$ cat src/design/mtu_defines.vh
// Register indices, field codes and reset values for the multi_timer_unit
// Contract
// - Four subsystems, each with 8-bit prescaler, 16-bit counter, two 16-bit registers, two pins.
// - One interrupt request per subsystem from four pending bits gated by enables.
// - Dual 8-bit mode splits counter; each half has its own run bit.
// - Counter steps on prescaler match; period is (period+1) times (prescale+1) clocks.
// - Output starts at default; counter clears after period match; 00h to 01h flips.
// - Duty match returns output to default on the next increment.
// - Duty above period holds opposite level; duty zero holds default.
// - Period and duty are double buffered; new values load at period match or stop.
// - Period and duty reads return the last written value.
// - Counter writes accepted only while both run bits are clear.
// - Preset counter counts from written value; above period it rolls over at FFh; in 16-bit PWM mode it rolls over at FFFFh.
// - Stopping returns pin to default, holds counter, prescaler resets when both stop.
// - 16-bit PWM mode joins both counter bytes, run by lower run bit only.
// - 16-bit PWM drives both pins, each with its own polarity.
// - Capture mode copies counter to period or duty register on pin event.
// - Lower run bit starts counter, prescaler and capture inputs in capture mode.
// - Per-pin edge selection; capture may also reset counter and prescaler.
// - Low-power mode freezes counter and prescaler; control registers stay writable.
// - Low-power mode ignores counter, period, duty writes and pending clears.
// - Dual 8-bit pending: low duty, low period, high duty, high period matches.
// - 16-bit pending: duty, period; capture pending: two captures and overflow.
// - Debug halt stops counting and captures; resumes from held values.
// - Two-bit mode field: low-power, dual 8-bit, 16-bit PWM, capture.
// - Three-bit edge select: single edge with optional reset, or both edges.
// - Pending bits set by hardware, cleared by writing one.
// - Pending bits set regardless of enable; enable only gates the request.
`ifndef MTU_DEFINES_VH
`define MTU_DEFINES_VH

// ----------------------------------------
// Register indices (byte address is four times the index)
// ----------------------------------------
`define MTU_IDX_MODE 10'h080
`define MTU_IDX_PCTL1 10'h082
`define MTU_IDX_PCTL2 10'h084
`define MTU_IDX_IRQEN 10'h086
`define MTU_IDX_PEND 10'h088
`define MTU_IDX_PSC1 10'h08A
`define MTU_IDX_PSC2 10'h098
`define MTU_IDX_CNT1 10'h08C
`define MTU_IDX_PER1 10'h08E
`define MTU_IDX_DTY1 10'h090
`define MTU_IDX_CNT2 10'h092
`define MTU_IDX_PER2 10'h094
`define MTU_IDX_DTY2 10'h096
`define MTU_IDX_CNT3 10'h09A
`define MTU_IDX_PER3 10'h09C
`define MTU_IDX_DTY3 10'h09E
`define MTU_IDX_CNT4 10'h0A0
`define MTU_IDX_PER4 10'h0A2
`define MTU_IDX_DTY4 10'h0A4

// ----------------------------------------
// Field codes and reset values
// ----------------------------------------
`define MTU_MODE_LP 2'h0
`define MTU_MODE_DUAL8 2'h1
`define MTU_MODE_PWM16 2'h2
`define MTU_MODE_CAP 2'h3
`define MTU_RST16 16'h0000
`define MTU_RST8 8'h00
`define MTU_CNT_MAX 16'hFFFF
`define MTU_RESP_OKAY 2'h0
`define MTU_RESP_SLVERR 2'h2

`endif

$ cat src/design/mtu_top.v
// Multi timer unit: four PWM/capture subsystems behind an AXI4-Lite slave
//
// Local design decisions: the register offsets and register access over AXI4-Lite.
`include "mtu_defines.vh"
module mtu_top #(
  parameter ADDR_W = 12
) (
  // Clock and reset
  input wire aclk,
  input wire aresetn,
  // AXI4-Lite write
  input wire [ADDR_W-1:0] awaddr,
  input wire awvalid,
  output wire awready,
  input wire [31:0] wdata,
  input wire [3:0] wstrb,
  input wire wvalid,
  output wire wready,
  output reg [1:0] bresp,
  output reg bvalid,
  input wire bready,
  // AXI4-Lite read
  input wire [ADDR_W-1:0] araddr,
  input wire arvalid,
  output wire arready,
  output reg [31:0] rdata,
  output reg [1:0] rresp,
  output reg rvalid,
  input wire rready,
  // Timer pins
  input wire [7:0] timer_pin_in,
  output wire [7:0] timer_pin_out,
  output wire [7:0] timer_pin_oe_n,
  // Debug and interrupts
  input wire debug_halt,
  output reg [3:0] irq
);

  // ----------------------------------------
  // Helpers
  // ----------------------------------------
  function [15:0] f_merge;
    input [15:0] old;
    input [15:0] wd;
    input [1:0] strb;
    begin
      f_merge = {strb[1] ? wd[15:8] : old[15:8], strb[0] ? wd[7:0] : old[7:0]};
    end
  endfunction

  // Capture event for a given edge code
  function f_cap;
    input [2:0] code;
    input r;
    input f;
    begin
      f_cap = code[2] ? (r | f) : (code[0] ? f : r);
    end
  endfunction

  // Counter reset for a given edge code
  function f_rst;
    input [2:0] code;
    input r;
    input f;
    begin
      if (code[2]) begin
        f_rst = (code[0] & r) | (code[1] & f);
      end else begin
        f_rst = code[1] & (code[0] ? f : r);
      end
    end
  endfunction

  // ----------------------------------------
  // Shared registers
  // ----------------------------------------
  reg [15:0] mode_reg;
  reg [15:0] pin_control1_reg;
  reg [15:0] pin_control2_reg;
  reg [15:0] irq_enable_reg;
  reg [15:0] pending_reg;
  reg [15:0] prescale1_reg;
  reg [15:0] prescale2_reg;
  reg [15:0] pending_next;

  wire [31:0] pin_ctl_all = {pin_control2_reg, pin_control1_reg};
  wire [31:0] prescale_all = {prescale2_reg, prescale1_reg};
  wire [15:0] pend_set;
  wire [15:0] lp_nib;
  wire [63:0] cnt_all;
  wire [63:0] per_all;
  wire [63:0] dty_all;
  wire [7:0] pin_rise;
  wire [7:0] pin_fall;

  // ----------------------------------------
  // AXI4-Lite slave
  // ----------------------------------------
  // Address and data taken together; one write outstanding
  wire wr_hs = awvalid & wvalid & ~bvalid;
  wire [9:0] wr_idx = awaddr[11:2];
  wire [9:0] rd_idx = araddr[11:2];
  wire [15:0] wd = wdata[15:0];
  wire [1:0] ws = wstrb[1:0];
  reg wr_hit;
  reg rd_hit;
  reg [15:0] rd_val;

  assign awready = wr_hs;
  assign wready = wr_hs;
  assign arready = ~rvalid;

  always @* begin
    case (wr_idx)
      `MTU_IDX_MODE, `MTU_IDX_PCTL1, `MTU_IDX_PCTL2, `MTU_IDX_IRQEN, `MTU_IDX_PEND,
      `MTU_IDX_PSC1, `MTU_IDX_PSC2, `MTU_IDX_CNT1, `MTU_IDX_PER1, `MTU_IDX_DTY1,
      `MTU_IDX_CNT2, `MTU_IDX_PER2, `MTU_IDX_DTY2, `MTU_IDX_CNT3, `MTU_IDX_PER3,
      `MTU_IDX_DTY3, `MTU_IDX_CNT4, `MTU_IDX_PER4, `MTU_IDX_DTY4: begin
        wr_hit = 1'b1;
      end
      default: begin
        wr_hit = 1'b0;
      end
    endcase
  end

  always @* begin
    rd_hit = 1'b1;
    case (rd_idx)
      `MTU_IDX_MODE: rd_val = mode_reg;
      `MTU_IDX_PCTL1: rd_val = pin_control1_reg;
      `MTU_IDX_PCTL2: rd_val = pin_control2_reg;
      `MTU_IDX_IRQEN: rd_val = irq_enable_reg;
      `MTU_IDX_PEND: rd_val = pending_reg;
      `MTU_IDX_PSC1: rd_val = prescale1_reg;
      `MTU_IDX_PSC2: rd_val = prescale2_reg;
      `MTU_IDX_CNT1: rd_val = cnt_all[15:0];
      `MTU_IDX_PER1: rd_val = per_all[15:0];
      `MTU_IDX_DTY1: rd_val = dty_all[15:0];
      `MTU_IDX_CNT2: rd_val = cnt_all[31:16];
      `MTU_IDX_PER2: rd_val = per_all[31:16];
      `MTU_IDX_DTY2: rd_val = dty_all[31:16];
      `MTU_IDX_CNT3: rd_val = cnt_all[47:32];
      `MTU_IDX_PER3: rd_val = per_all[47:32];
      `MTU_IDX_DTY3: rd_val = dty_all[47:32];
      `MTU_IDX_CNT4: rd_val = cnt_all[63:48];
      `MTU_IDX_PER4: rd_val = per_all[63:48];
      `MTU_IDX_DTY4: rd_val = dty_all[63:48];
      default: begin
        rd_val = `MTU_RST16;
        rd_hit = 1'b0;
      end
    endcase
  end

  always @(posedge aclk) begin
    if (!aresetn) begin
      bvalid <= 1'b0;
      bresp <= `MTU_RESP_OKAY;
      rvalid <= 1'b0;
      rresp <= `MTU_RESP_OKAY;
      rdata <= 32'h00000000;
    end else begin
      if (wr_hs) begin
        bvalid <= 1'b1;
        bresp <= wr_hit ? `MTU_RESP_OKAY : `MTU_RESP_SLVERR;
      end else if (bready) begin
        bvalid <= 1'b0;
      end
      if (arvalid && !rvalid) begin
        rvalid <= 1'b1;
        rresp <= rd_hit ? `MTU_RESP_OKAY : `MTU_RESP_SLVERR;
        rdata <= {16'h0000, rd_val};
      end else if (rready) begin
        rvalid <= 1'b0;
      end
    end
  end

  // ----------------------------------------
  // Shared register writes and pending bits
  // ----------------------------------------
  always @* begin
    pending_next = pending_reg;
    if (wr_hs && wr_idx == `MTU_IDX_PEND) begin
      pending_next = pending_reg & ~(wd & {{8{ws[1]}}, {8{ws[0]}}} & ~lp_nib);
    end
    pending_next = pending_next | pend_set;
  end

  always @(posedge aclk) begin
    if (!aresetn) begin
      mode_reg <= `MTU_RST16;
      pin_control1_reg <= `MTU_RST16;
      pin_control2_reg <= `MTU_RST16;
      irq_enable_reg <= `MTU_RST16;
      prescale1_reg <= `MTU_RST16;
      prescale2_reg <= `MTU_RST16;
      pending_reg <= `MTU_RST16;
      irq <= 4'h0;
    end else begin
      if (wr_hs && wr_idx == `MTU_IDX_MODE) mode_reg <= f_merge(mode_reg, wd, ws);
      if (wr_hs && wr_idx == `MTU_IDX_PCTL1) pin_control1_reg <= f_merge(pin_control1_reg, wd, ws);
      if (wr_hs && wr_idx == `MTU_IDX_PCTL2) pin_control2_reg <= f_merge(pin_control2_reg, wd, ws);
      if (wr_hs && wr_idx == `MTU_IDX_IRQEN) irq_enable_reg <= f_merge(irq_enable_reg, wd, ws);
      if (wr_hs && wr_idx == `MTU_IDX_PSC1) prescale1_reg <= f_merge(prescale1_reg, wd, ws);
      if (wr_hs && wr_idx == `MTU_IDX_PSC2) prescale2_reg <= f_merge(prescale2_reg, wd, ws);
      pending_reg <= pending_next;
      irq[0] <= |(pending_reg[3:0] & irq_enable_reg[3:0]);
      irq[1] <= |(pending_reg[7:4] & irq_enable_reg[7:4]);
      irq[2] <= |(pending_reg[11:8] & irq_enable_reg[11:8]);
      irq[3] <= |(pending_reg[15:12] & irq_enable_reg[15:12]);
    end
  end

  mtu_pin_sync #(
    .WIDTH(8)
  ) u_sync (
    .aclk(aclk),
    .aresetn(aresetn),
    .pin_in(timer_pin_in),
    .rise(pin_rise),
    .fall(pin_fall)
  );

  // ----------------------------------------
  // Timer subsystems
  // ----------------------------------------
  genvar gi;
  generate
    for (gi = 0; gi < 4; gi = gi + 1) begin : g_sub
      wire [9:0] idx_cnt = (gi == 0) ? `MTU_IDX_CNT1 : (gi == 1) ? `MTU_IDX_CNT2 :
                           (gi == 2) ? `MTU_IDX_CNT3 : `MTU_IDX_CNT4;
      wire [9:0] idx_per = (gi == 0) ? `MTU_IDX_PER1 : (gi == 1) ? `MTU_IDX_PER2 :
                           (gi == 2) ? `MTU_IDX_PER3 : `MTU_IDX_PER4;
      wire [9:0] idx_dty = (gi == 0) ? `MTU_IDX_DTY1 : (gi == 1) ? `MTU_IDX_DTY2 :
                           (gi == 2) ? `MTU_IDX_DTY3 : `MTU_IDX_DTY4;
      wire [1:0] smode = mode_reg[4*gi+3:4*gi+2];
      wire run0 = mode_reg[4*gi];
      wire run1 = mode_reg[4*gi+1];
      wire [7:0] pctl = pin_ctl_all[8*gi+7:8*gi];
      wire [7:0] pcmp = prescale_all[8*gi+7:8*gi];
      wire lp = (smode == `MTU_MODE_LP);
      wire dual = (smode == `MTU_MODE_DUAL8);
      wire wide = (smode == `MTU_MODE_PWM16);
      wire capm = (smode == `MTU_MODE_CAP);
      // upper run bit runs the high half in dual mode only
      wire run_lo = run0 & ~lp;
      wire run_hi = run1 & dual;
      // prescaler runs while either half runs
      wire psc_on = run_lo | run_hi;
      // halt and low power stop all counting
      wire go = ~debug_halt & ~lp;

      reg [7:0] psc_reg;
      reg [15:0] cnt_reg;
      reg [15:0] per_wr_reg;
      reg [15:0] dty_wr_reg;
      reg [15:0] per_act_reg;
      reg [15:0] dty_act_reg;
      reg [1:0] state_reg;
      reg [1:0] pin_reg;
      reg [1:0] oe_n_reg;

      wire tick = psc_on & go & (psc_reg == pcmp);
      wire tick_lo = tick & run_lo;
      wire tick_hi = tick & run_hi;

      // captures armed by lower run bit
      wire cap_en = capm & run0 & ~debug_halt;
      wire cap0 = cap_en & f_cap(pctl[2:0], pin_rise[2*gi], pin_fall[2*gi]);
      wire cap1 = cap_en & f_cap(pctl[6:4], pin_rise[2*gi+1], pin_fall[2*gi+1]);
      wire crst = cap_en & (f_rst(pctl[2:0], pin_rise[2*gi], pin_fall[2*gi]) |
                            f_rst(pctl[6:4], pin_rise[2*gi+1], pin_fall[2*gi+1]));

      wire lo_pm = cnt_reg[7:0] == per_act_reg[7:0];
      wire hi_pm = cnt_reg[15:8] == per_act_reg[15:8];
      wire w_pm = cnt_reg == per_act_reg;
      wire lo_dm = cnt_reg[7:0] == dty_act_reg[7:0];
      wire hi_dm = cnt_reg[15:8] == dty_act_reg[15:8];
      wire w_dm = cnt_reg == dty_act_reg;
      // preset above period rolls over naturally
      wire [7:0] lo_nx = lo_pm ? `MTU_RST8 : cnt_reg[7:0] + 8'h01;
      wire [7:0] hi_nx = hi_pm ? `MTU_RST8 : cnt_reg[15:8] + 8'h01;
      wire [15:0] w_nx = (w_pm & ~capm) ? `MTU_RST16 : cnt_reg + 16'h0001;
      wire ovf = capm & tick_lo & (cnt_reg == `MTU_CNT_MAX) & ~crst;

      // Channel views: low byte or full word for channel 0, high byte for channel 1
      wire c0_dm = dual ? lo_dm : w_dm;
      wire c0_zero = dual ? (dty_act_reg[7:0] == `MTU_RST8) : (dty_act_reg == `MTU_RST16);
      wire c0_up = dual ? ((cnt_reg[7:0] == `MTU_RST8) & ~lo_pm) : ((cnt_reg == `MTU_RST16) & ~w_pm);
      wire c1_zero = dty_act_reg[15:8] == `MTU_RST8;
      wire c1_up = (cnt_reg[15:8] == `MTU_RST8) & ~hi_pm;
      // load at period match or while stopped
      wire ld_lo = ~run_lo | (tick_lo & (dual ? lo_pm : w_pm));
      wire ld_hi = dual ? (~run_hi | (tick_hi & hi_pm)) : ld_lo;

      always @(posedge aclk) begin
        if (!aresetn) begin
          psc_reg <= `MTU_RST8;
        end else if (go) begin
          // prescaler resets once both halves stop
          if (!psc_on || tick || crst) begin
            psc_reg <= `MTU_RST8;
          end else begin
            psc_reg <= psc_reg + 8'h01;
          end
        end
      end

      always @(posedge aclk) begin
        if (!aresetn) begin
          cnt_reg <= `MTU_RST16;
        // preset only while both halves stopped
        end else if (wr_hs && wr_idx == idx_cnt && !lp && !run0 && !run1) begin
          cnt_reg <= f_merge(cnt_reg, wd, ws);
        end else if (crst) begin
          cnt_reg <= `MTU_RST16;
        end else if (dual) begin
          if (tick_lo) cnt_reg[7:0] <= lo_nx;
          if (tick_hi) cnt_reg[15:8] <= hi_nx;
        end else if (tick_lo) begin
          cnt_reg <= w_nx;
        end
      end

      always @(posedge aclk) begin
        if (!aresetn) begin
          per_wr_reg <= `MTU_RST16;
          dty_wr_reg <= `MTU_RST16;
          per_act_reg <= `MTU_RST16;
          dty_act_reg <= `MTU_RST16;
        end else begin
          if (cap0) begin
            per_wr_reg <= cnt_reg;
            per_act_reg <= cnt_reg;
          end else begin
            if (wr_hs && wr_idx == idx_per && !lp) per_wr_reg <= f_merge(per_wr_reg, wd, ws);
            if (ld_lo) per_act_reg[7:0] <= per_wr_reg[7:0];
            if (ld_hi) per_act_reg[15:8] <= per_wr_reg[15:8];
          end
          if (cap1) begin
            dty_wr_reg <= cnt_reg;
            dty_act_reg <= cnt_reg;
          end else begin
            if (wr_hs && wr_idx == idx_dty && !lp) dty_wr_reg <= f_merge(dty_wr_reg, wd, ws);
            if (ld_lo) dty_act_reg[7:0] <= dty_wr_reg[7:0];
            if (ld_hi) dty_act_reg[15:8] <= dty_wr_reg[15:8];
          end
        end
      end

      // State 0 is default level, 1 is opposite level
      always @(posedge aclk) begin
        if (!aresetn) begin
          state_reg <= 2'b00;
        end else begin
          if (!run_lo || capm) begin
            state_reg[0] <= 1'b0;
          end else if (tick_lo) begin
            if (c0_zero || c0_dm) state_reg[0] <= 1'b0;
            else if (c0_up) state_reg[0] <= 1'b1;
          end
          if (!run_hi) begin
            state_reg[1] <= 1'b0;
          end else if (tick_hi) begin
            if (c1_zero || hi_dm) state_reg[1] <= 1'b0;
            else if (c1_up) state_reg[1] <= 1'b1;
          end
        end
      end

      // Registered pins cost one cycle but keep them glitch free
      always @(posedge aclk) begin
        if (!aresetn) begin
          pin_reg <= 2'b00;
          oe_n_reg <= 2'b11;
        end else begin
          // both pins follow one waveform in 16-bit mode
          pin_reg[0] <= pctl[3] ^ state_reg[0];
          pin_reg[1] <= pctl[7] ^ (dual ? state_reg[1] : state_reg[0]);
          oe_n_reg <= {2{~(dual | wide)}};
        end
      end

      assign pend_set[4*gi] = dual ? (tick_lo & lo_dm) : wide ? (tick_lo & w_dm) : cap0;
      assign pend_set[4*gi+1] = dual ? (tick_lo & lo_pm) : wide ? (tick_lo & w_pm) : cap1;
      assign pend_set[4*gi+2] = dual ? (tick_hi & hi_dm) : ovf;
      assign pend_set[4*gi+3] = tick_hi & hi_pm;
      assign lp_nib[4*gi+3:4*gi] = {4{lp}};
      assign cnt_all[16*gi+15:16*gi] = cnt_reg;
      assign per_all[16*gi+15:16*gi] = per_wr_reg;
      assign dty_all[16*gi+15:16*gi] = dty_wr_reg;
      assign timer_pin_out[2*gi+1:2*gi] = pin_reg;
      assign timer_pin_oe_n[2*gi+1:2*gi] = oe_n_reg;
    end
  endgenerate

endmodule

$ cat src/design/mtu_pin_sync.v
// Three-stage pin synchroniser with edge pulses
module mtu_pin_sync #(
  parameter WIDTH = 8
) (
  // Clock and reset
  input wire aclk,
  input wire aresetn,
  // Pins and edges
  input wire [WIDTH-1:0] pin_in,
  output wire [WIDTH-1:0] rise,
  output wire [WIDTH-1:0] fall
);

  reg [WIDTH-1:0] s1_reg;
  reg [WIDTH-1:0] s2_reg;
  reg [WIDTH-1:0] s3_reg;
  reg [WIDTH-1:0] lvl_reg;

  always @(posedge aclk) begin
    if (!aresetn) begin
      s1_reg <= {WIDTH{1'b0}};
      s2_reg <= {WIDTH{1'b0}};
      s3_reg <= {WIDTH{1'b0}};
      lvl_reg <= {WIDTH{1'b0}};
    end else begin
      s1_reg <= pin_in;
      s2_reg <= s1_reg;
      s3_reg <= s2_reg;
      // Level accepted once stages two and three agree
      lvl_reg <= (s2_reg & s3_reg) | (lvl_reg & (s2_reg | s3_reg));
    end
  end

  // One-cycle glitches never reach the capture logic
  assign rise = s2_reg & s3_reg & ~lvl_reg;
  assign fall = ~s2_reg & ~s3_reg & lvl_reg;

endmodule

$ cat config.mk
export PLATFORM = sky130hd
export DESIGN_NAME = mtu_top
export DESIGN_NICKNAME = d
export VERILOG_FILES = /design/src/design/mtu_top.v /design/src/design/mtu_pin_sync.v
export VERILOG_INCLUDE_DIRS = /design/src /design/src/design
export SDC_FILE = /design/constraint.sdc
export NUM_CORES = 2
export LEC_CHECK = 0
export BUFFER_PORTS_ARGS = -buffer_cell sky130_fd_sc_hd__buf_2
export CAP_MARGIN = 20
export CORE_MARGIN = 4
export CORE_UTILIZATION = 60
export DETAILED_ROUTE_END_ITERATION = 8
export MAX_ROUTING_LAYER = met4
export PLACE_DENSITY = 0.75
export SLEW_MARGIN = 15
export SYNTH_ARGS = -nofsm -noshare
export SYNTH_HDL_FRONTEND = slang
export SYNTH_SLANG_ARGS = --single-unit
$ cat constraint.sdc
create_clock -name aclk -period 5.1 [get_ports aclk]
set_clock_uncertainty 0.15 [all_clocks]
set_input_delay 0.255 -clock aclk [delete_from_list [all_inputs] [get_ports aclk]]
set_output_delay 0.255 -clock aclk [all_outputs]
set_load 0.01 [all_outputs]
==> flow_metrics.py <==
metrics = {
    "run_status": {
        "outcome": "finished clean",
    },
    "floorplan": {
        "die_w_microns": 226.5,
        "fp-row-count": 79,
        "die_height_microns": 226.5,
        "initial_core_util": 0.6115,
        "core_area_sq_um": 46850,
        "design.die.area_sq_um": 51310,
        "pin_count": 137,
    },
    "place": {
        "port_buffers": 96,
        "place_area_sq_um": 29410,
        "gp_congestion": 1.053,
        "dpl.hpwl_microns": 83700,
    },
    "global_route": {
        "grt_overflow": 0,
        "grt_use_total": 0.4582,
        "antenna_found_initial": 1,
        "grt_pass1_wl_microns": 172600,
        "grt_max_degree": 158,
        "grt_pass1_vias": 26648,
    },
    "finish": {
        "syn2layout_area_growth_pct": 10.18,
        "fin_area_sq_um": 31570,
        "nets": 3609,
        "layout-drive-gt1-share": 0.09774,
    },
    "timing": {
        "maxSlewViolCount": 0,
        "fmax_ghz": 0.2522,
        "final-hold-violation-count": 0,
        "period_share": 0.7776,
        "period_minus_slack_ns": 3.966,
        "setup_tns_ns": 0,
        "worst_pin_slew_ns": 1.238,
        "timing.hold.ws_ns": 0.03801,
        "rsz0062_at_grt": "false",
        "slew_headroom": 0.1718,
        "setup_viol": 0,
    },
    "clocking": {
        "cts_setup_buffers": 0,
        "h-tree-depth": 2,
        "cts_hold_buffers": 18,
        "cts_buffers": 56,
        "clock_path_buffers": 3,
        "cts_resized": 0,
        "cts_sinks": 540,
        "clk_latency_ns": 0.64,
        "root_buffer": "clkbuf_16",
        "clkTransAtPathRegs_ns": 0.06,
        "cts_tree": "yes",
    },
    "synthesis": {
        "synth_cells": 3529,
        "synth-async-reset-ratio": 0,
        "synth_most_common_cell": "dfxtp_1",
        "synth-edff-count": 0,
        "syn_area_sq_um": 28650,
        "synth_top_cells_by_count": "540 x dfxtp_1, 452 x nand2_1, 383 x a21oi_1",
        "synth_top_area_share": 0.3773,
        "synthTopCellsByArea": "dfxtp_1 38%, mux2i_1 6.9%, a21oi_1 6.7%",
        "ys_seq_area_frac": 0.3773,
        "yosys_warnings": 0,
        "ys_seq_elements": 540,
        "synth.distinct_cells": 87,
        "ys.flop_type": "dfxtp_1",
        "synth_largest_area_cell": "dfxtp_1",
        "synth_area_per_cell_sq_um": 8.118,
    },
    "worst_setup_path": {
        "path_class": "reg2reg",
        "max_stage_delay_ns": 0.72,
        "crit_chain": "inv_1 -> ha_1 -> nor2_1 -> nand2_1 -> nor3_2 -> nor3b_1 -> o31ai_1 -> nor2_1",
        "timing.critical_path.mode_cell": "nor2_1",
        "crit_fanout": 8,
        "critPathLaunchType": "flip-flop",
        "crit_buf_inv": 1,
        "crit_required_ns": 5.43,
        "critPathArrivalTime_ns": 4.30,
        "crit_family": "simple AND/OR/NAND/NOR gates",
        "cp_slowest_cell": "o31ai_1",
        "regToRegSetupSlack_ns": 1.13,
        "cp-end-kind": "flip-flop",
    },
    "drt": {
        "postRouteAntennaNets": 0,
        "drcViolationCount": 0,
        "drt_iter0_drc": 4674,
        "via_per_inst": 7.113,
        "drt_first_pass_iters": 6,
        "dr_total_vias": 29506,
        "drt_wl_total_microns": 119100,
        "wl_per_cell_microns": 28.72,
    },
    "power": {
        "power.density_nw_per_um2": 284.1,
        "ir_worst_vdd_mv": 0.3432,
        "power.leakage_nw": 11.95,
    },
    "flow_run": {
        "drv_cap": 0,
    },
    "worst_hold_path": {
        "worstHoldPathType": "in2reg",
    },
}
==> metal layers <==
layer / GRT usage / routed length (microns)
met5: - / 0
met4: 0.2783 / 9368
met3: 0.1036 / 16090
met2: 0.6566 / 49680
met1: 0.5898 / 44000
==> placed cells by master, fill, tap and decap left out, drive strengths merged, types with 9 or more instances in the layout <==
cell type,instances
nand3,142
nor2,174
nand4,54
a211oi,12
nand2b,13
xnor2,52
conb,18
a31oi,94
clkbuf,79
nand2,452
nor3,75
nor3b,20
nor4,72
a21oi,386
o32ai,9
xor2,156
a21boi,12
nand3b,10
ha,36
a222oi,25
buf,183
and2,33
a221oi,26
dfxtp,540
and3,20
a21o,11
dlygate4sd3,18
mux2i,198
o21ai,221
a22oi,127
inv,53
or2,17
o21a,9
a22o,15
o22ai,25
==> path summary, 6_finish.rpt <==
check                         to             start  cells after the start
min                     bresp[1]            wvalid                      5
max          g_sub[1].psc_reg[4]       mode_reg[6]                      8
max reg2reg  g_sub[1].psc_reg[4]       mode_reg[6]                      8
min reg2reg     u_sync.s2_reg[4]  u_sync.s1_reg[4]                      1
==> cells by family (layout without fill, tap and decap cells) <==
| kind of cell | count (synthesis) | count (layout) | synth area share |
|---|---|---|---|
| compound gates | 1053 | 1053 | 0.2279 |
| xor+xnor | 208 | 208 | 0.06359 |
| fa+ha+maj | 36 | 36 | 0.01572 |
| buf+inv | 357 | 351 | 0.05311 |
| flops | 540 | 540 | 0.3773 |
| mux | 199 | 199 | 0.06957 |
| other cells | 1 | 19 | 0.0001309 |
| simple gates | 1135 | 1135 | 0.1926 |
==> through the flow <==
stage	cells	utilization	setup WS [ns]	total power, mW
after floorplan	3546	-	2.290	4.504
after global placement	4024	0.6271	1.378	4.646
after detailed placement	4026	0.6277	1.318	4.653
after CTS	4145	0.6727	1.303	8.932
after global routing	4147	0.6737	0.9102	9.135
final	4148	0.6737	1.134	8.968
==> area by class of cell <==
type | instances | area [sq um]
Inverter | 49 | 188.9
Fill cell | 3934 | 15290
Clock buffer | 79 | 1639
Multi-Input combinational cell | 2649 | 16520
Antenna cell | 1 | 2.502
Tap cell | 607 | 759.5
Clock inverter | 22 | 291.5
Timing Repair Buffer | 201 | 1355
Sequential cell | 540 | 10810
==> report_power, final <==
group | switching, mW | internal, mW | total, mW
clock | 1.83 | 2.54 | 4.37
combinational | 0.289 | 0.0707 | 0.360
sequential | 0.00900 | 4.23 | 4.24
total | 2.13 | 6.84 | 8.97
==> tightest hold or removal path: stages <==
cell and delay [ns]:
buf_2 0.09, nand3b_1 0.07, buf_4 0.22, nand2_1 0.09
a21oi_1 0.05
Power figures use the tool's default switching activity.
